`config.mk`:
```
export PLATFORM = sky130hd
export DESIGN_NAME = msr_rate_ctrl
export DESIGN_NICKNAME = d
export VERILOG_FILES = /design/src/shared/msr_pkg.sv /design/src/hdl/msr_rate_ctrl.sv /design/src/hdl/msr_tap_axis.sv
export SDC_FILE = /design/constraint.sdc
export NUM_CORES = 1
export LEC_CHECK = 0
export ABC_CLOCK_PERIOD_IN_PS = 4800
export BUFFER_PORTS_ARGS = -buffer_cell sky130_fd_sc_hd__clkbuf_2
export CAP_MARGIN = 5
export CORE_MARGIN = 3
export CORE_UTILIZATION = 61
export DETAILED_ROUTE_END_ITERATION = 10
export PLACE_DENSITY_LB_ADDON = 0.08
export SETUP_SLACK_MARGIN = 0.2
export SYNTH_ARGS = -nofsm -noshare
export SYNTH_HDL_FRONTEND = slang
export SYNTH_SLANG_ARGS = --single-unit
```
`constraint.sdc`:
```
create_clock -name ref_clk_i -period 4.8 [get_ports ref_clk_i]
set_input_delay 0.48 -clock ref_clk_i [delete_from_list [all_inputs] [get_ports ref_clk_i]]
set_output_delay 0.48 -clock ref_clk_i [all_outputs]
set_load 0.01 [all_outputs]
```
`src/shared/msr_pkg.sv`:
```
`default_nettype none
package msr_pkg;

    // Register offsets on the serial register port.
    localparam logic [7:0] ADDR_X     = 8'h00;
    localparam logic [7:0] ADDR_Y     = 8'h01;
    localparam logic [7:0] ADDR_Z     = 8'h02;
    localparam logic [7:0] ADDR_STAT  = 8'h04;
    localparam logic [7:0] ADDR_SLEEP = 8'h05;
    localparam logic [7:0] ADDR_MODE  = 8'h07;
    localparam logic [7:0] ADDR_RATE  = 8'h08;
    localparam logic [7:0] ADDR_TAP   = 8'h09;

    // Field positions in the mode and sample rate registers.
    localparam int MODE_POL_BIT   = 7;
    localparam int MODE_IPP_BIT   = 6;
    localparam int MODE_PRESC_BIT = 5;
    localparam int MODE_SLEEP_BIT = 4;
    localparam int MODE_WAKE_BIT  = 3;
    localparam int MODE_ACT_BIT   = 0;
    localparam int RATE_WAKE_LSB  = 3;
    localparam int RATE_DEB_LSB   = 5;

    // Values after reset; bit 1 of the mode register is reserved.
    localparam logic [7:0] RATE_RST  = 8'h00;
    localparam logic [7:0] MODE_RST  = 8'h00;
    localparam logic [7:0] SLEEP_RST = 8'h00;
    localparam logic [4:0] TAP_RST   = 5'h00;
    localparam logic [7:0] MODE_MASK = 8'hFD;

    // Active rate codes.
    localparam logic [2:0] RATE_120_TAP_CODE = 3'h0;
    localparam logic [2:0] RATE_64_CODE      = 3'h1;
    localparam logic [2:0] RATE_32_CODE      = 3'h2;
    localparam logic [2:0] RATE_16_CODE      = 3'h3;

    // Clock period and update periods in their own units.
    localparam int unsigned CLK_PERIOD_NS = 40;
    localparam int unsigned T_TAP_US  = 260;
    localparam int unsigned T_120_US  = 8360;
    localparam int unsigned T_64_US   = 15625;
    localparam int unsigned T_32_US   = 31250;
    localparam int unsigned T_16_US   = 62500;
    localparam int unsigned T_8_US    = 125000;
    localparam int unsigned T_4_US    = 250000;
    localparam int unsigned T_2_US    = 500000;
    localparam int unsigned T_1_US    = 1000000;

    // Nominal periods round down to whole cycles.
    function automatic int unsigned us_to_cyc(input int unsigned us);
        return us * 1000 / CLK_PERIOD_NS;
    endfunction : us_to_cyc

    localparam int unsigned CYC_TAP = us_to_cyc(T_TAP_US);
    localparam int unsigned CYC_120 = us_to_cyc(T_120_US);
    localparam int unsigned CYC_64  = us_to_cyc(T_64_US);
    localparam int unsigned CYC_32  = us_to_cyc(T_32_US);
    localparam int unsigned CYC_16  = us_to_cyc(T_16_US);
    localparam int unsigned CYC_8   = us_to_cyc(T_8_US);
    localparam int unsigned CYC_4   = us_to_cyc(T_4_US);
    localparam int unsigned CYC_2   = us_to_cyc(T_2_US);
    localparam int unsigned CYC_1   = us_to_cyc(T_1_US);

    // Averaging depth of 32 and sleep prescale of 16.
    localparam int         AVG_SHIFT     = 5;
    localparam logic [4:0] AVG_LAST      = 5'h1F;
    localparam logic [3:0] PRESCALE_LAST = 4'hF;

    typedef enum logic [1:0] {ST_STANDBY, ST_RUN, ST_WAKE} msr_state_t;

endpackage : msr_pkg
`default_nettype wire

```
`src/hdl/msr_rate_ctrl.sv`:
```
`timescale 1ns/100ps
`default_nettype none
// What this block does
// - Interrupt level follows int_active_high polarity.
// - Slave address acknowledge releases asserted interrupt.
// - Interrupts work under any auto mode.
// - Sleep timeout is 1 to 256 ticks.
// - Rate register at 0x08, cleared at reset.
// - Code 000 samples tap at 3846/s.
// - Tap keeps fast and slow averages.
// - Tap compares difference against tap threshold.
// - Code 000 averages 32 every 8.36 ms.
// - Codes 001-011 update at 15.625-62.5 ms.
// - Codes 100-111 update at 125-1000 ms.
// - Wake codes give 32, 16, 8, 1 per second.
// - Sleep limit reached switches to wake rate.
// - Prescale divides sleep clock by 16.
module msr_rate_ctrl
    import msr_pkg::*;
#(
    parameter int unsigned TAP_CYC      = CYC_TAP,
    parameter int unsigned RATE_CYC [8] = '{CYC_120, CYC_64, CYC_32, CYC_16,
                                            CYC_8, CYC_4, CYC_2, CYC_1}
)
(
    // Clock and reset.
    input  wire logic              ref_clk_i,
    input  wire logic              rst_n_i,
    // Register port from the serial front end.
    input  wire logic              reg_wr_i,
    input  wire logic              reg_rd_i,
    input  wire logic        [7:0] reg_addr_i,
    input  wire logic        [7:0] reg_wdata_i,
    input  wire logic              addr_ack_i,
    output logic             [7:0] reg_rdata_o,
    // Raw converter samples and outside interrupt sources.
    input  wire logic signed [5:0] raw_x_i,
    input  wire logic signed [5:0] raw_y_i,
    input  wire logic signed [5:0] raw_z_i,
    input  wire logic              event_i,
    // Averaged results and events.
    output logic signed      [5:0] x_axis_result_o,
    output logic signed      [5:0] y_axis_result_o,
    output logic signed      [5:0] z_axis_result_o,
    output logic                   result_upd_o,
    output logic                   tap_o,
    // Interrupt pin.
    output logic                   int_o,
    output logic                   int_oe_o
);

    // Wake rate codes map onto the matching active rate periods.
    function automatic logic [2:0] wake_idx(input logic [1:0] code);
        logic [2:0] idx;
        unique case (code)
            2'h0: idx = 3'h2;
            2'h1: idx = 3'h3;
            2'h2: idx = 3'h4;
            2'h3: idx = 3'h7;
        endcase
        return idx;
    endfunction : wake_idx

    logic              [7:0] rate_cfg;
    logic              [7:0] mode_cfg;
    logic              [7:0] sleep_count_limit;
    logic              [4:0] tap_delta_threshold;
    logic              [7:0] next_rate;
    logic              [7:0] next_mode;
    logic              [7:0] next_sleep_lim;
    logic              [4:0] next_tap_thr;
    logic              [7:0] next_rdata;
    msr_state_t              state;
    msr_state_t              next_state;
    logic             [19:0] sub_cnt;
    logic             [19:0] next_sub_cnt;
    logic             [19:0] sub_len;
    logic              [4:0] samp_idx;
    logic              [4:0] next_samp_idx;
    logic signed      [10:0] acc [3];
    logic signed      [10:0] next_acc [3];
    logic signed      [10:0] sum [3];
    logic signed       [5:0] res [3];
    logic signed       [5:0] next_res [3];
    logic signed       [5:0] raw [3];
    logic                    next_upd;
    logic             [12:0] tap_cnt;
    logic             [12:0] next_tap_cnt;
    logic                    tap_tick;
    logic                    next_tap_tick;
    logic              [3:0] pre_cnt;
    logic              [3:0] next_pre_cnt;
    logic              [7:0] sleep_cnt;
    logic              [7:0] next_sleep_cnt;
    logic                    irq;
    logic                    next_irq;
    logic                    next_int;
    logic                    next_int_oe;
    logic                    level;
    logic              [2:0] hit;
    logic                    tap_hit;
    logic                    standby;
    logic                    running;
    logic                    mode_wr;
    logic                    slp_rst;
    logic                    restart;
    logic              [2:0] cur_code;
    logic                    samp;
    logic                    publish;
    logic                    tap_mode;
    logic                    slp_pub;
    logic                    slp_tick;
    logic                    sleep_expire;
    logic                    int_evt;

    assign raw[0]          = raw_x_i;
    assign raw[1]          = raw_y_i;
    assign raw[2]          = raw_z_i;
    assign x_axis_result_o = res[0];
    assign y_axis_result_o = res[1];
    assign z_axis_result_o = res[2];

    // Shared decode of the current operating point.
    assign standby  = state == ST_STANDBY;
    assign running  = !standby;
    assign mode_wr  = reg_wr_i && reg_addr_i == ADDR_MODE;
    assign tap_hit  = |hit;
    assign int_evt  = running && (event_i || tap_hit);
    assign tap_mode = state == ST_RUN
                      && rate_cfg[2:0] == RATE_120_TAP_CODE;
    // Writing the sleep limit or touching the mode register, and any
    // interrupt activity, restart sleep timing.
    assign slp_rst  = (reg_wr_i && reg_addr_i == ADDR_SLEEP)
                      || ((reg_wr_i || reg_rd_i) && reg_addr_i == ADDR_MODE)
                      || int_evt;

    // Configuration is only changed in standby, so the rate logic never
    // sees a half-updated setting; the mode register is always writable.
    always_comb begin
        next_rate      = rate_cfg;
        next_mode      = mode_cfg;
        next_sleep_lim = sleep_count_limit;
        next_tap_thr   = tap_delta_threshold;
        if (mode_wr) begin
            next_mode = reg_wdata_i & MODE_MASK;
        end
        if (reg_wr_i && standby) begin
            unique case (reg_addr_i)
                ADDR_RATE:  next_rate = reg_wdata_i;
                ADDR_SLEEP: next_sleep_lim = reg_wdata_i;
                ADDR_TAP:   next_tap_thr = reg_wdata_i[4:0];
                default:    next_rate = rate_cfg;
            endcase
        end
        unique case (reg_addr_i)
            ADDR_X:     next_rdata = {{2{res[0][5]}}, res[0]};
            ADDR_Y:     next_rdata = {{2{res[1][5]}}, res[1]};
            ADDR_Z:     next_rdata = {{2{res[2][5]}}, res[2]};
            ADDR_STAT:  next_rdata = {6'h00, state == ST_WAKE,
                                      state == ST_RUN};
            ADDR_SLEEP: next_rdata = sleep_count_limit;
            ADDR_MODE:  next_rdata = mode_cfg;
            ADDR_RATE:  next_rdata = rate_cfg;
            ADDR_TAP:   next_rdata = {3'h0, tap_delta_threshold};
            default:    next_rdata = 8'h00;
        endcase
        if (!reg_rd_i) begin
            next_rdata = reg_rdata_o;
        end
    end

    // Configuration registers and read data.
    always_ff @(posedge ref_clk_i or negedge rst_n_i) begin
        if (!rst_n_i) begin
            rate_cfg            <= RATE_RST;
            mode_cfg            <= MODE_RST;
            sleep_count_limit   <= SLEEP_RST;
            tap_delta_threshold <= TAP_RST;
            reg_rdata_o         <= 8'h00;
        end else begin
            rate_cfg            <= next_rate;
            mode_cfg            <= next_mode;
            sleep_count_limit   <= next_sleep_lim;
            tap_delta_threshold <= next_tap_thr;
            reg_rdata_o         <= next_rdata;
        end
    end

    // Rate in use: wake rate during auto-wake, else the active rate.
    assign cur_code = (state == ST_WAKE)
                      ? wake_idx(rate_cfg[RATE_WAKE_LSB +: 2])
                      : rate_cfg[2:0];
    // Each update is 32 samples spread over the period.
    assign sub_len  = 20'(RATE_CYC[cur_code] >> AVG_SHIFT);
    assign samp     = running && (21'(sub_cnt) + 21'h1 >= 21'(sub_len));
    assign publish  = samp && samp_idx == AVG_LAST;
    // Sleep counter ticks on updates, optionally divided by 16.
    assign slp_pub  = state == ST_RUN && mode_cfg[MODE_SLEEP_BIT] && publish;
    assign slp_tick = slp_pub && (!mode_cfg[MODE_PRESC_BIT]
                                  || pre_cnt == PRESCALE_LAST);
    // A limit of zero wraps the 8-bit compare, giving 256 ticks.
    assign sleep_expire = slp_tick
                          && 8'(sleep_cnt + 8'h01) == sleep_count_limit;
    assign restart  = next_state != state;

    // Operating state, averaging, tap timing and sleep counting.
    always_comb begin
        next_state = state;
        unique case (state)
            ST_STANDBY: begin
                if (mode_cfg[MODE_ACT_BIT]) next_state = ST_RUN;
            end
            ST_RUN: begin
                if (!mode_cfg[MODE_ACT_BIT]) next_state = ST_STANDBY;
                else if (sleep_expire) next_state = ST_WAKE;
            end
            ST_WAKE: begin
                if (!mode_cfg[MODE_ACT_BIT]) next_state = ST_STANDBY;
                else if (int_evt && mode_cfg[MODE_WAKE_BIT]) begin
                    next_state = ST_RUN;
                end
            end
        endcase
        next_sub_cnt  = (!running || restart || samp) ? 20'h0_0000
                                                      : sub_cnt + 20'h0_0001;
        next_samp_idx = samp_idx;
        if (!running || restart) next_samp_idx = 5'h00;
        else if (samp) next_samp_idx = samp_idx + 5'h01;
        for (int i = 0; i < 3; i++) begin
            sum[i]      = acc[i] + 11'(raw[i]);
            next_acc[i] = acc[i];
            next_res[i] = res[i];
            if (!running || restart) begin
                next_acc[i] = 11'h000;
            end else if (publish) begin
                next_acc[i] = 11'h000;
                next_res[i] = sum[i][10:5];
            end else if (samp) begin
                next_acc[i] = sum[i];
            end
            if (mode_wr) next_res[i] = 6'h00;
        end
        next_upd      = publish;
        next_tap_tick = tap_mode && tap_cnt == 13'(TAP_CYC - 1);
        next_tap_cnt  = (!tap_mode || next_tap_tick) ? 13'h0000
                                                     : tap_cnt + 13'h0001;
        next_pre_cnt  = pre_cnt;
        next_sleep_cnt = sleep_cnt;
        if (slp_rst || restart) begin
            next_pre_cnt   = 4'h0;
            next_sleep_cnt = 8'h00;
        end else begin
            if (slp_pub) next_pre_cnt = pre_cnt + 4'h1;
            if (slp_tick) next_sleep_cnt = sleep_cnt + 8'h01;
        end
    end

    // Timing state.
    always_ff @(posedge ref_clk_i or negedge rst_n_i) begin
        if (!rst_n_i) begin
            state        <= ST_STANDBY;
            sub_cnt      <= 20'h0_0000;
            samp_idx     <= 5'h00;
            acc          <= '{3{11'h000}};
            res          <= '{3{6'h00}};
            result_upd_o <= 1'b0;
            tap_cnt      <= 13'h0000;
            tap_tick     <= 1'b0;
            pre_cnt      <= 4'h0;
            sleep_cnt    <= 8'h00;
        end else begin
            state        <= next_state;
            sub_cnt      <= next_sub_cnt;
            samp_idx     <= next_samp_idx;
            acc          <= next_acc;
            res          <= next_res;
            result_upd_o <= next_upd;
            tap_cnt      <= next_tap_cnt;
            tap_tick     <= next_tap_tick;
            pre_cnt      <= next_pre_cnt;
            sleep_cnt    <= next_sleep_cnt;
        end
    end

    // One tap filter per axis, refreshed on the fast tick.
    for (genvar g = 0; g < 3; g++) begin : g_axis
        msr_tap_axis u_axis (
            .ref_clk_i (ref_clk_i),
            .rst_n_i   (rst_n_i),
            .tick_i    (tap_tick),
            .clear_i   (!tap_mode),
            .raw_i     (raw[g]),
            .thr_i     (tap_delta_threshold),
            .hit_o     (hit[g])
        );
    end

    // A new event wins over a release in the same cycle, so none is lost.
    always_comb begin
        next_irq = irq;
        if (int_evt) next_irq = 1'b1;
        else if (addr_ack_i) next_irq = 1'b0;
        level = next_irq ? mode_cfg[MODE_POL_BIT]
                         : !mode_cfg[MODE_POL_BIT];
        // Open drain drives only the low level and floats the high one.
        next_int    = mode_cfg[MODE_IPP_BIT] ? level : 1'b0;
        next_int_oe = mode_cfg[MODE_IPP_BIT] ? 1'b1 : !level;
    end

    // Interrupt state and pin.
    always_ff @(posedge ref_clk_i or negedge rst_n_i) begin
        if (!rst_n_i) begin
            irq      <= 1'b0;
            int_o    <= 1'b0;
            int_oe_o <= 1'b0;
            tap_o    <= 1'b0;
        end else begin
            irq      <= next_irq;
            int_o    <= next_int;
            int_oe_o <= next_int_oe;
            tap_o    <= tap_hit;
        end
    end
endmodule : msr_rate_ctrl
`default_nettype wire

```
`src/hdl/msr_tap_axis.sv`:
```
`timescale 1ns/100ps
`default_nettype none
module msr_tap_axis
    import msr_pkg::*;
(
    // Clock and reset.
    input  wire logic              ref_clk_i,
    input  wire logic              rst_n_i,
    // Refresh strobe and filter clear.
    input  wire logic              tick_i,
    input  wire logic              clear_i,
    // Raw sample and threshold.
    input  wire logic signed [5:0] raw_i,
    input  wire logic        [4:0] thr_i,
    // One-cycle hit after a refresh.
    output logic                   hit_o
);

    logic signed [7:0] prev;
    logic signed [7:0] slow;
    logic signed [7:0] fast;
    logic signed [7:0] delta;
    logic        [7:0] mag;
    logic signed [7:0] next_prev;
    logic signed [7:0] next_slow;
    logic              next_hit;

    // Fast response averages this and the last sample; slow one lags by 8.
    always_comb begin
        fast      = (8'(raw_i) + prev) >>> 1;
        delta     = fast - slow;
        mag       = delta[7] ? 8'(-delta) : 8'(delta);
        next_prev = prev;
        next_slow = slow;
        next_hit  = 1'b0;
        if (clear_i) begin
            next_prev = 8'h00;
            next_slow = 8'h00;
        end else if (tick_i) begin
            next_prev = 8'(raw_i);
            next_slow = slow + (delta >>> 3);
            next_hit  = mag > {3'h0, thr_i};
        end
    end

    // Filter state.
    always_ff @(posedge ref_clk_i or negedge rst_n_i) begin
        if (!rst_n_i) begin
            prev  <= 8'h00;
            slow  <= 8'h00;
            hit_o <= 1'b0;
        end else begin
            prev  <= next_prev;
            slow  <= next_slow;
            hit_o <= next_hit;
        end
    end
endmodule : msr_tap_axis
`default_nettype wire

```
# [Yosys cells after proc, flatten, opt, wreduce, memory -nomap -nowiden]
# Memory sizes are Yosys's and may differ from the RTL's.
# Cells that the tools add are included.
[totals] out_inout_bits=30 wordCells=184 rom_bits=256 regBits=196 inputBits=40 n_memories=1
[memory_table] name="(no name shown)" depth=8 width=32 read_ports=1 rd_clocked_by_memory_dff=0 wr=0 line_no="msr_rate_ctrl.sv:194" rtl="assign sub_len = 20'(RATE_CYC[cur_code] >> AVG_SHIFT);"
[classes] n_bitwise=1 n_eq_ne=19 n_reduce_logical=42 n_mux=63 add_sub_neg=21 order_cmp=5
[ops] cell="$mux 8" count=17
[ops] cell="$mux 11" count=9
[ops] cell="$pmux 8 s8" count=1
[ops] cell="$mux 6" count=9
[ops] cell="$mux 25" count=2
[ops] cell="$add 11x6->11" count=3
[ops] cell="$add 6x8->8" count=3
[ops] cell="$add 8x5->8" count=3
[ops] cell="$eq 8x3->1 const B" count=3
[ops] cell="$gt 8x5->1" count=3
[ops] cell="$neg 8->8" count=3
[ops] cell="$sub 7x8->8" count=3
[ops] cell="$add 20x1->21 const B" count=1
[ops] cell="$ge 21x20->1" count=1
[ops] cell="$add 20x1->20 const B" count=1
[ops] cell="$mux 20" count=1
[ops] cell="$eq 8x4->1 const B" count=2
[ops] cell="$logic_and 1x1->1" count=14
[ops] cell="$add 13x1->13 const B" count=1
[ops] cell="$eq 13x13->1 const B" count=1
[ops] cell="$mux 13" count=1
[ops] cell="$pmux 3 s4" count=1
[ops] cell="$mux 1" count=11
[ops] cell="$mux 2" count=5
[ops] cell="27 further kinds" count=52

# [Logic depth before layout (Yosys ltp)]
# Gate-level depths: netlist of the first run.
[depth] word_depth=20 ltp_mapped=23 depth_no_buf=23

# [Modules after synthesis]
# A second synthesis of the first run with hierarchy kept.
[hier_totals] hier_cells=1535 hier_area_um2=14392.6
[by_module_without_submodules] mod="msr_rate_ctrl" seq_area_each_um2=3628.5 cells_each=968 area_per_inst_um2=9268.9 instances=1
[by_module_without_submodules] mod="msr_tap_axis" seq_area_each_um2=375.4 cells_each=189 area_per_inst_um2=1707.9 instances=3

# [Worst setup path after synthesis of the first run]
# Ideal clock, no wire load.
[synth_path] path_type="in2reg" startpoint="input port raw_z_i[0]" endpoint="register g_axis[2].u_axis.hit_o" arrival_time_ns=4.234 setup_time_ns=0.156 path_slack_ns=0.411 path_stages=22 n_path_buf=0 cell_sequence="and2_1 -> fa_1 -> a21o_1 -> a21oi_1 -> xnor2_1 -> ha_1 -> o21ai_0 -> a21oi_1 -> o31ai_1 -> a21oi_1 -> xor2_1 -> xnor2_1 -> o21ai_0 -> ha_1 -> nor2b_1 -> o21a_1 -> o21ai_0 -> nand2b_1 -> a21oi_1 -> a31oi_1 -> nor3b_1 -> a211oi_1"
[synth_between] elab_chain_cells=7
[synth_rtl] element="from (decl)" line_no="msr_rate_ctrl.sv:39" rtl="input wire logic signed [5:0] raw_z_i,"
[synth_rtl] element="$add 6x8->8 *" line_no="msr_tap_axis.sv:30" rtl="fast = (8'(raw_i) + prev) >>> 1;"
[synth_rtl] element="$sub 7x8->8 *" line_no="msr_tap_axis.sv:31" rtl="delta = fast - slow;"
[synth_rtl] element="$neg 8->8" line_no="msr_tap_axis.sv:32" rtl="mag = delta[7] ? 8'(-delta) : 8'(delta);"
[synth_rtl] element="$mux 8 *" line_no="msr_tap_axis.sv:32"
[synth_rtl] element="$gt 8x5->1 *" line_no="msr_tap_axis.sv:42" rtl="next_hit = mag > {3'h0, thr_i};"
[synth_rtl] element="$mux 1 *" line_no="msr_tap_axis.sv:39" rtl="end else if (tick_i) begin"
[synth_rtl] element="$mux 1 *" line_no="msr_tap_axis.sv:36" rtl="if (clear_i) begin"
[synth_rtl] element="via g_axis[2].u_axis.next_hit" line_no="msr_tap_axis.sv:26" rtl="logic next_hit;"
[synth_rtl] element="to (signal assigned)" line_no="msr_tap_axis.sv:55" rtl="hit_o <= next_hit;"
[synth_rtl] element="to (decl)" line_no="msr_tap_axis.sv:16" rtl="output logic hit_o"
# Mark *: on every way through the listed nets, which the timed path passes. The rest lies on a longest branch.
# A chain may end at the register's enable or synchronous reset.

# [Final worst setup path of the first run]
[layout_path] startpoint="register g_axis[0].u_axis.prev[0]" endpoint="register g_axis[0].u_axis.hit_o"
[layout_between] elab_chain_cells=7
[layout_rtl] element="from (decl)" line_no="msr_tap_axis.sv:19" rtl="logic signed [7:0] prev;"
[layout_rtl] element="from (signal assigned)" line_no="msr_tap_axis.sv:53" rtl="prev <= next_prev;"
[layout_rtl] element="$add 6x8->8 *" line_no="msr_tap_axis.sv:30"
[layout_rtl] element="$sub 7x8->8 *" line_no="msr_tap_axis.sv:31"
[layout_rtl] element="$neg 8->8" line_no="msr_tap_axis.sv:32"
[layout_rtl] element="$mux 8 *" line_no="msr_tap_axis.sv:32"
[layout_rtl] element="$gt 8x5->1 *" line_no="msr_tap_axis.sv:42"
[layout_rtl] element="$mux 1 *" line_no="msr_tap_axis.sv:39"
[layout_rtl] element="$mux 1 *" line_no="msr_tap_axis.sv:36"
[layout_rtl] element="via g_axis[0].u_axis.next_hit" line_no="msr_tap_axis.sv:26"
[layout_rtl] element="to (signal assigned)" line_no="msr_tap_axis.sv:55"
[layout_rtl] element="to (decl)" line_no="msr_tap_axis.sv:16"
# Marked as above.

==> results of run 1 <==
==> registers in the layout, indices dropped and copies added (netlist names), 8 cells and up <==
register and flops:
sub_cnt 20, tap_cnt 13, sleep_cnt 8, sleep_count_limit 8, g_axis.u_axis.slow 24, g_axis.u_axis.prev 18
rate_cfg 8, reg_rdata_o 8, acc 33
==> repair_timing <==
action | in CTS | in global routing
endpoints found under the setup margin | 35 | 74
setup buffers | 0 | 7
gates resized for setup | 3 | 36
pin swaps | 0 | 14
==> power groups by stage <==
stage / logic (mW) / registers, mW / clock network [mW]
detailed placement: 0.696 / 1.70 / 0
CTS: 0.708 / 1.66 / 1.50
floorplan: 0.476 / 1.69 / 0
global placement: 0.677 / 1.70 / 0
finish: 0.743 / 1.67 / 1.48
global route: 0.819 / 1.67 / 1.57
==> layout by cell type (no fill, tap or decap), drive strengths merged, types with 14 or more instances in the layout <==
cell    count
a21oi      62
inv        76
a21o       20
and3       32
mux2       30
o21a       14
mux2i      66
o31ai      15
xor2       50
nand3      41
nand2b     30
clkbuf     86
xnor2      87
a211oi     17
nor2      160
buf        25
nor3       16
o21ai      50
dfrtp     190
nand2      72
a22o       30
nor2b      29
ha        132
==> cells by family after synthesis <==
family / share of synthesized area [%]
AND/OR/NAND/NOR: 16.2
AO/OA/AOI/OAI: 14.7
flip-flops: 35.3
adder cells (fa/ha/maj): 14.0
XOR/XNOR: 8.91
buffers and inverters: 3.44
multiplexers: 7.41
==> critical path, cell delays in order, from the launching register on <==
cell,delay (ps)
sky130_fd_sc_hd__dfrtp_1,400
sky130_fd_sc_hd__and2_1,180
sky130_fd_sc_hd__fa_2,350
sky130_fd_sc_hd__a21o_1,180
sky130_fd_sc_hd__a21oi_2,150
sky130_fd_sc_hd__xnor2_1,80
sky130_fd_sc_hd__ha_1,310
sky130_fd_sc_hd__o21ai_1,90
sky130_fd_sc_hd__a21oi_2,190
sky130_fd_sc_hd__o31ai_2,100
sky130_fd_sc_hd__a21oi_2,190
sky130_fd_sc_hd__xor2_2,300
sky130_fd_sc_hd__xnor2_4,170
sky130_fd_sc_hd__nand2_1,70
sky130_fd_sc_hd__o21ai_1,80
sky130_fd_sc_hd__ha_1,250
sky130_fd_sc_hd__nor2b_1,140
sky130_fd_sc_hd__o21a_1,170
sky130_fd_sc_hd__o21ai_1,140
sky130_fd_sc_hd__nand2b_1,80
sky130_fd_sc_hd__a21oi_1,150
sky130_fd_sc_hd__a31oi_1,80
sky130_fd_sc_hd__nor4_1,290
sky130_fd_sc_hd__a311oi_1,90
==> through the flow <==
stage / total power [mW] / std cells / TNS, ps / instance area (um^2) / setup WS [ps]
floorplan: 2.16 / 1399 / 0 / 13500 / 411
global route: 4.06 / 1755 / 0 / 15000 / 115
global placement: 2.37 / 1716 / 0 / 14100 / 124
detailed placement: 2.39 / 1716 / -90.1 / 14100 / -71.3
CTS: 3.88 / 1748 / 0 / 14800 / 218
finish: 3.89 / 1755 / 0 / 15000 / 441
==> worst paths after layout <==
check	startpoint	endpoint	slack [ps]	depth (start not counted)
hold / removal	rst_n_i	sub_cnt[10]	140	1
min in group ref_clk_i	reg_wdata_i[6]	sleep_count_limit[6]	300	2
setup / recovery	g_axis[0].u_axis.prev[0]	g_axis[0].u_axis.hit_o	440	23
max in group asynchronous	rst_n_i	z_axis_result_o[5]	3740	2
setup reg to reg	g_axis[0].u_axis.prev[0]	g_axis[0].u_axis.hit_o	440	23
hold reg to reg	g_axis[0].u_axis.hit_o	tap_o	490	1
==> final cells by class <==
| type | count | area, um^2 | area share, % |
|---|---|---|---|
| flip-flops and latches | 190 | 4760 | 31.8 |
| multi-input cells | 1095 | 8420 | 56.3 |
| clock inverters | 15 | 193 | 1.29 |
| inverters | 69 | 259 | 1.73 |
| clock buffers | 17 | 425 | 2.84 |
| repair buffers | 94 | 567 | 3.79 |
| well taps | 275 | 344 | 2.30 |
==> routing by layer <==
layer | wire (um) | vias to the layer above | global-route usage (%)
met3 | 994 | 55 | 3.44
met2 | 15100 | 230 | 43.7
met5 | 0 | - | 0
li1 | - | 5104 | -
met4 | 595 | 0 | 7.11
met1 | 14600 | 5135 | 36.2
==> impl_metrics.sql, run 1 <==
INSERT INTO impl_metrics (metric_group, metric, value, unit) VALUES
('outcome', 'outcome', 'completed', ''),
('die', 'floorplan_core_area', '0.0214', 'mm^2'),
('placed_design', 'place.gp.congestion', '0.908', ''),
('power', 'internal_power', '2.66', 'mW'),
('worst_hold_path', 'hp-class', 'primary input to asynchronous set/reset pin', ''),
('power', 'irDropWorstVdd', '240', 'uV'),
('synth', 'synth.distinct_cells', '73', ''),
('worst_setup_path', 'timing_worst_setup_path_type', 'flip-flop to flip-flop', ''),
('synth', 'ys_seq_area_share', '35.3', '%'),
('sta', 'hold_slack', '142', 'ps'),
('worst_setup_path', 'worst_ep_arrival_time', '4660', 'ps'),
('die', 'dieArea', '0.0239', 'mm^2'),
('power', 'p_sw', '1.22', 'mW'),
('clock_network', 'cts-hold-fix-buffers', '0', ''),
('sta', 'layout_worst_path_cycle_share', '90.8', '%'),
('global_route', 'grt_start_max_net_pins', '110', ''),
('detailed_routing', 'wl_per_cell', '17.8', 'um'),
('clock_network', 'cts.path.max_buffers', '2', ''),
('sta', 'clock.fmax', '229', 'MHz'),
('synth', 'yosys.area.top_type', 'sky130_fd_sc_hd__dfrtp_1', ''),
('die', 'die_x', '155', 'um'),
('die', 'io_pins', '70', ''),
('synth', 'synth_area', '0.0135', 'mm^2'),
('power', 'cellLeakagePower', '7.05', 'nW'),
('sta', 'report.final.hold_viol_count', '0', ''),
('synth', 'post_synth_most_frequent_cells', 'sky130_fd_sc_hd__dfrtp_1, sky130_fd_sc_hd__nor2_1, sky130_fd_sc_hd__ha_1, sky130_fd_sc_hd__xnor2_1, sky130_fd_sc_hd__nand2_1', ''),
('worst_setup_path', 'critical_path.startpoint_type', 'flip-flop', ''),
('synth', 'synth-async-reset-ratio', '100', '%'),
('synth', 'dominantRegCellSynth', 'sky130_fd_sc_hd__dfrtp_1', ''),
('detailed_routing', 'drt_pre_antenna_iters', '5', ''),
('power', 'power.density', '260', 'mW/mm^2'),
('synth', 'area_contributors_post_synth', 'sky130_fd_sc_hd__dfrtp_1, sky130_fd_sc_hd__ha_1, sky130_fd_sc_hd__xnor2_1', ''),
('layout', 'areaGrowthSynthToFinish', '11.1', '%'),
('power', 'p_clk_share', '38.0', '%'),
('die', 'starting_density', '63.1', '%'),
('detailed_routing', 'postRouteWirelength', '31300', 'um'),
('placed_design', 'place.detailed.hpwl', '22400', 'um'),
('power', 'pwr-share-seq', '42.9', '%'),
('detailed_routing', 'vias_per_cell', '6.00', ''),
('clock_network', 'cts.reportedPaths.clkPinSlew', '80', 'ps'),
('synth', 'synthDominantCellAreaShare', '35.3', '%'),
('clock_network', 'clock_sinks', '190', ''),
('synth', 'synth_nets', '1583', ''),
('global_route', 'via_count_of_the_first_global_routing_pass', '10386', ''),
('power', 'combinationalPowerShare', '19.1', '%'),
('sta', 'clock-skew-final', '13.5', 'ps'),
('synth', 'synth_warnings', '0', ''),
('synth', 'yosys.cell_count.top_type', 'sky130_fd_sc_hd__dfrtp_1', ''),
('sta', 'fin_crit', '4360', 'ps'),
('placed_design', 'port_buffers', '69', ''),
('synth', 'ys_seq_elements', '190', ''),
('layout', 'antenna-diode-count', '0', ''),
('global_route', 'antenna_found_initial', '0', ''),
('worst_setup_path', 'timing.critical_path.to_type', 'flip-flop', ''),
('sta', 'grt_setup_unrepaired', 'yes', ''),
('detailed_routing', 'via_count', '10524', ''),
('worst_setup_path', 'required', '5100', 'ps'),
('sta', 'final_setup_violation_count', '0', ''),
('worst_setup_path', 'critPathMaxFanout', '4', ''),
('clock_network', 'cts.root.buffer_cell', 'sky130_fd_sc_hd__clkbuf_16', ''),
('clock_network', 'htree_num_levels', '4', ''),
('global_route', 'globalRouteTotalUtil', '26.2', '%'),
('clock_network', 'worstSkewPairLatency', '440', 'ps'),
('die', 'fp-row-count', '53', ''),
('global_route', 'globalRouteOverflowTotal', '0', ''),
('layout', 'postLayoutCoreUtil', '70.1', '%'),
('detailed_routing', 'route.detailed.drc', '0', ''),
('synth', 'postSynthAreaPerCell', '9.63', 'um^2'),
('detailed_routing', 'postRouteAntennaNets', '0', ''),
('clock_network', 'cts_tree', 'built', ''),
('sta', 'report.final.slew_viol_count', '0', '');
Power figures use the tool's default switching activity.
==> run 2, diff against run 1 <==
--- a/config.mk
+++ b/config.mk
@@ -8,6 +8,7 @@
 export ABC_CLOCK_PERIOD_IN_PS = 4800
 export BUFFER_PORTS_ARGS = -buffer_cell sky130_fd_sc_hd__clkbuf_2
 export CAP_MARGIN = 5
+export CORE_ASPECT_RATIO = 1.5
 export CORE_MARGIN = 3
 export CORE_UTILIZATION = 61
 export DETAILED_ROUTE_END_ITERATION = 10
==> impl_metrics.sql, run 2 (synthesized netlist as in run 1, its figures left out) <==
INSERT INTO impl_metrics (metric_group, metric, value, unit) VALUES
('outcome', 'outcome', 'completed', ''),
('layout', 'largest_registers', 'acc x33, g_axis.u_axis.slow x24, sub_cnt x20', ''),
('worst_setup_path', 'worst_r2r_setup_slack', '320', 'ps'),
('worst_setup_path', 'crit-reg2reg-launch', 'g_axis[1].u_axis.prev[0]', ''),
('global_route', 'globalRouteTotalUtil', '26.3', '%'),
('detailed_routing', 'drt_iter0_markers', '615', ''),
('die', 'die_x', '127', 'um'),
('placed_design', 'dp.cells', '1716', ''),
('layout', 'n_fill_cell', '1794', ''),
('clock_network', 'cts-hold-fix-buffers', '0', ''),
('clock_network', 'cts_inserted_buffers', '17', ''),
('worst_hold_path', 'hp-class', 'primary input to asynchronous set/reset pin', ''),
('sta', 'clock-skew-final', '9.78', 'ps'),
('clock_network', 'cts.reportedPaths.clkPinSlew', '70', 'ps'),
('layout', 'layout-drive-gt1-share', '14.5', '%'),
('sta', 'clock.fmax', '223', 'MHz'),
('sta', 'final_setup_violation_count', '0', ''),
('worst_setup_path', 'worst_r2r_path_depth', '23', ''),
('sta', 'fin_ws', '318', 'ps'),
('layout', 'registers.top_by_ff_count', 'acc', ''),
('global_route', 'grt_start_max_net_pins', '98', ''),
('worst_setup_path', 'critPathMaxFanout', '6', ''),
('detailed_routing', 'wl_per_cell', '17.7', 'um'),
('worst_setup_path', 'worst_path_largest_cell_delay', '400', 'ps'),
('detailed_routing', 'route.detailed.drc', '0', ''),
('placed_design', 'port_buffers', '69', ''),
('worst_setup_path', 'critical_path.startpoint_type', 'flip-flop', ''),
('clock_network', 'cts.path.max_buffers', '2', ''),
('sta', 'fin_crit', '4480', 'ps'),
('worst_setup_path', 'critical_path.endpoint', 'g_axis[1].u_axis.hit_o', ''),
('layout', 'largest_register_ff_count', '33', ''),
('flow_run', 'drv.max_cap_violation_count', '0', ''),
('worst_setup_path', 'worst_ep_arrival_time', '4800', 'ps'),
('clock_network', 'cts.root.buffer_cell', 'sky130_fd_sc_hd__clkbuf_16', ''),
('detailed_routing', 'via_count', '10461', ''),
('sta', 'grt_setup_unrepaired', 'yes', ''),
('sta', 'layout_worst_path_cycle_share', '93.4', '%'),
('die', 'dieArea', '0.0239', 'mm^2'),
('placed_design', 'placed_instance_area', '0.0142', 'mm^2'),
('worst_setup_path', 'required', '5120', 'ps'),
('placed_design', 'dp_slack', '26.8', 'ps'),
('worst_setup_path', 'launching_element_of_the_worst_setup_path', 'g_axis[1].u_axis.prev[0]', ''),
('worst_setup_path', 'worstPathBufferInverterCount', '0', ''),
('worst_setup_path', 'cpLargestDelayFamily', 'compound AO/OA/AOI/OAI gates', ''),
('worst_setup_path', 'timing_worst_setup_path_type', 'flip-flop to flip-flop', ''),
('detailed_routing', 'postRouteWirelength', '31100', 'um'),
('sta', 'report.final.slew_viol_count', '0', ''),
('die', 'floorplan_core_area', '0.0217', 'mm^2'),
('clock_network', 'htree_num_levels', '4', ''),
('layout', 'finalNonFillerCells', '1752', ''),
('sta', 'timing_worst_slew_pin_value', '922', 'ps'),
('worst_setup_path', 'path_common_cell', 'sky130_fd_sc_hd__a21oi_2', ''),
('global_route', 'grt_first_pass_wirelength', '51400', 'um'),
('sta', 'worst_slew_margin_rel', '38.5', '%'),
('worst_setup_path', 'critical_path_stages', '23', ''),
('sta', 'report.final.hold_viol_count', '0', ''),
('layout', 'antenna-diode-count', '0', ''),
('global_route', 'via_count_of_the_first_global_routing_pass', '10613', ''),
('die', 'fp-row-count', '66', ''),
('sta', 'timing.setup.tns', '0', 'ps'),
('power', 'irDropWorstVdd', '259', 'uV'),
('layout', 'post-route-cell-area', '0.0149', 'mm^2'),
('placed_design', 'place.detailed.hpwl', '23100', 'um'),
('worst_setup_path', 'r2r-end', 'g_axis[1].u_axis.hit_o', ''),
('global_route', 'globalRouteOverflowTotal', '0', ''),
('clock_network', 'clock_sinks', '190', ''),
('layout', 'areaGrowthSynthToFinish', '10.7', '%'),
('die', 'io_pins', '70', ''),
('layout', 'final_cell_mix', 'sky130_fd_sc_hd__dfrtp_1, sky130_fd_sc_hd__nor2_1, sky130_fd_sc_hd__ha_1', ''),
('detailed_routing', 'drt_pre_antenna_iters', '5', ''),
('die', 'starting_density', '62.0', '%'),
('detailed_routing', 'postRouteAntennaNets', '0', ''),
('power', 'cellLeakagePower', '7.03', 'nW'),
('layout', 'mostFrequentLayoutCell', 'sky130_fd_sc_hd__dfrtp_1', ''),
('detailed_routing', 'vias_per_cell', '5.97', ''),
('placed_design', 'place.gp.congestion', '0.886', ''),
('worst_setup_path', 'timing.critical_path.cells', 'and2_1, fa_2, a21o_1, a21oi_2, xnor2_1, ha_1, o21ai_1, a21oi_2, o31ai_2, a21oi_2, xor2_2, xnor2_2, nand2_1, o21ai_1, ha_1, nor2b_1, o21a_1, o21ai_1, nand2b_1, a21oi_2, a31oi_4, nor4_2, a311oi_1', ''),
('layout', 'postLayoutCoreUtil', '68.6', '%'),
('worst_setup_path', 'cp_slowest_cell', 'sky130_fd_sc_hd__dfrtp_1', ''),
('die', 'die_y', '188', 'um'),
('worst_setup_path', 'timing.critical_path.to_type', 'flip-flop', ''),
('clock_network', 'worstSkewPairLatency', '450', 'ps'),
('clock_network', 'cts_tree', 'built', ''),
('power', 'power.density', '257', 'mW/mm^2'),
('layout', 'finish.net_count', '1651', ''),
('global_route', 'antenna_found_initial', '0', '');
==> run 2: cell types whose count changed in the layout (fill, tap and decap cells not counted), moves of 2 or more <==
cell                         previous run  this run
sky130_fd_sc_hd__o31ai_2                4         7
sky130_fd_sc_hd__clkbuf_8               1         4
sky130_fd_sc_hd__xnor2_2                1         3
sky130_fd_sc_hd__xnor2_4                2         0
sky130_fd_sc_hd__clkinvlp_4             0         3
sky130_fd_sc_hd__clkinv_8               5         0
sky130_fd_sc_hd__o31ai_4                3         1
sky130_fd_sc_hd__o21ai_0               42        44
sky130_fd_sc_hd__fa_1                   9        11
sky130_fd_sc_hd__fa_2                   3         1
sky130_fd_sc_hd__inv_6                  6         4
==> run 2: final cells by class <==
type	count	area (um^2)	area share, %
multi-input cells	1095	8400	56.3
clock buffers	20	467	3.13
repair buffers	94	567	3.80
well taps	272	340	2.28
flip-flops and latches	190	4760	31.9
clock inverters	12	124	0.831
inverters	69	259	1.74
==> run 2: where the power goes <==
group	internal (mW)	leakage [nW]	total (mW)	switching (mW)
Sequential	1.63	2.63	1.67	0.0352
Clock	0.771	0.284	1.44	0.668
Combinational	0.272	4.12	0.729	0.457
Total	2.67	7.03	3.83	1.16
==> run 2: per-stage QoR <==
step	hold slack, ps	total power, mW
2_1_floorplan	184	2.16
3_3_place_gp	483	2.38
3_5_place_dp	487	2.40
4_1_cts	117	3.84
5_1_grt	148	4.02
6_report	81.7	3.83
==> run 2: worst min-delay path by stage <==
stage,start,endpoint,cells after the start
after floorplan,rst_n_i,acc[0],0
after global placement,tap_cnt[0],tap_cnt[0],1
after detailed placement,tap_cnt[0],tap_cnt[0],1
after CTS,rst_n_i,sub_cnt[9],1
after global routing,rst_n_i,sub_cnt[7],1
final,rst_n_i,sub_cnt[9],1
==> run 2: timing repair <==
| item | CTS | global route |
|---|---|---|
| gates resized for setup | 1 | 32 |
| pin swaps | 0 | 14 |
| endpoints found under the setup margin | 1 | 69 |
| endpoints found under the hold margin | 0 | 0 |
| buffers inserted | 0 | 4 |
==> run 2: routing by layer <==
layer / global-route usage (%) / vias to the layer above / part of all wire (%)
met3: 3.85 / 58 / 2.8
li1: - / 5110 / -
met1: 30.8 / 5134 / 41
met2: 48.3 / 159 / 54
met5: 0 / - / 0
met4: 8.92 / 0 / 2.7
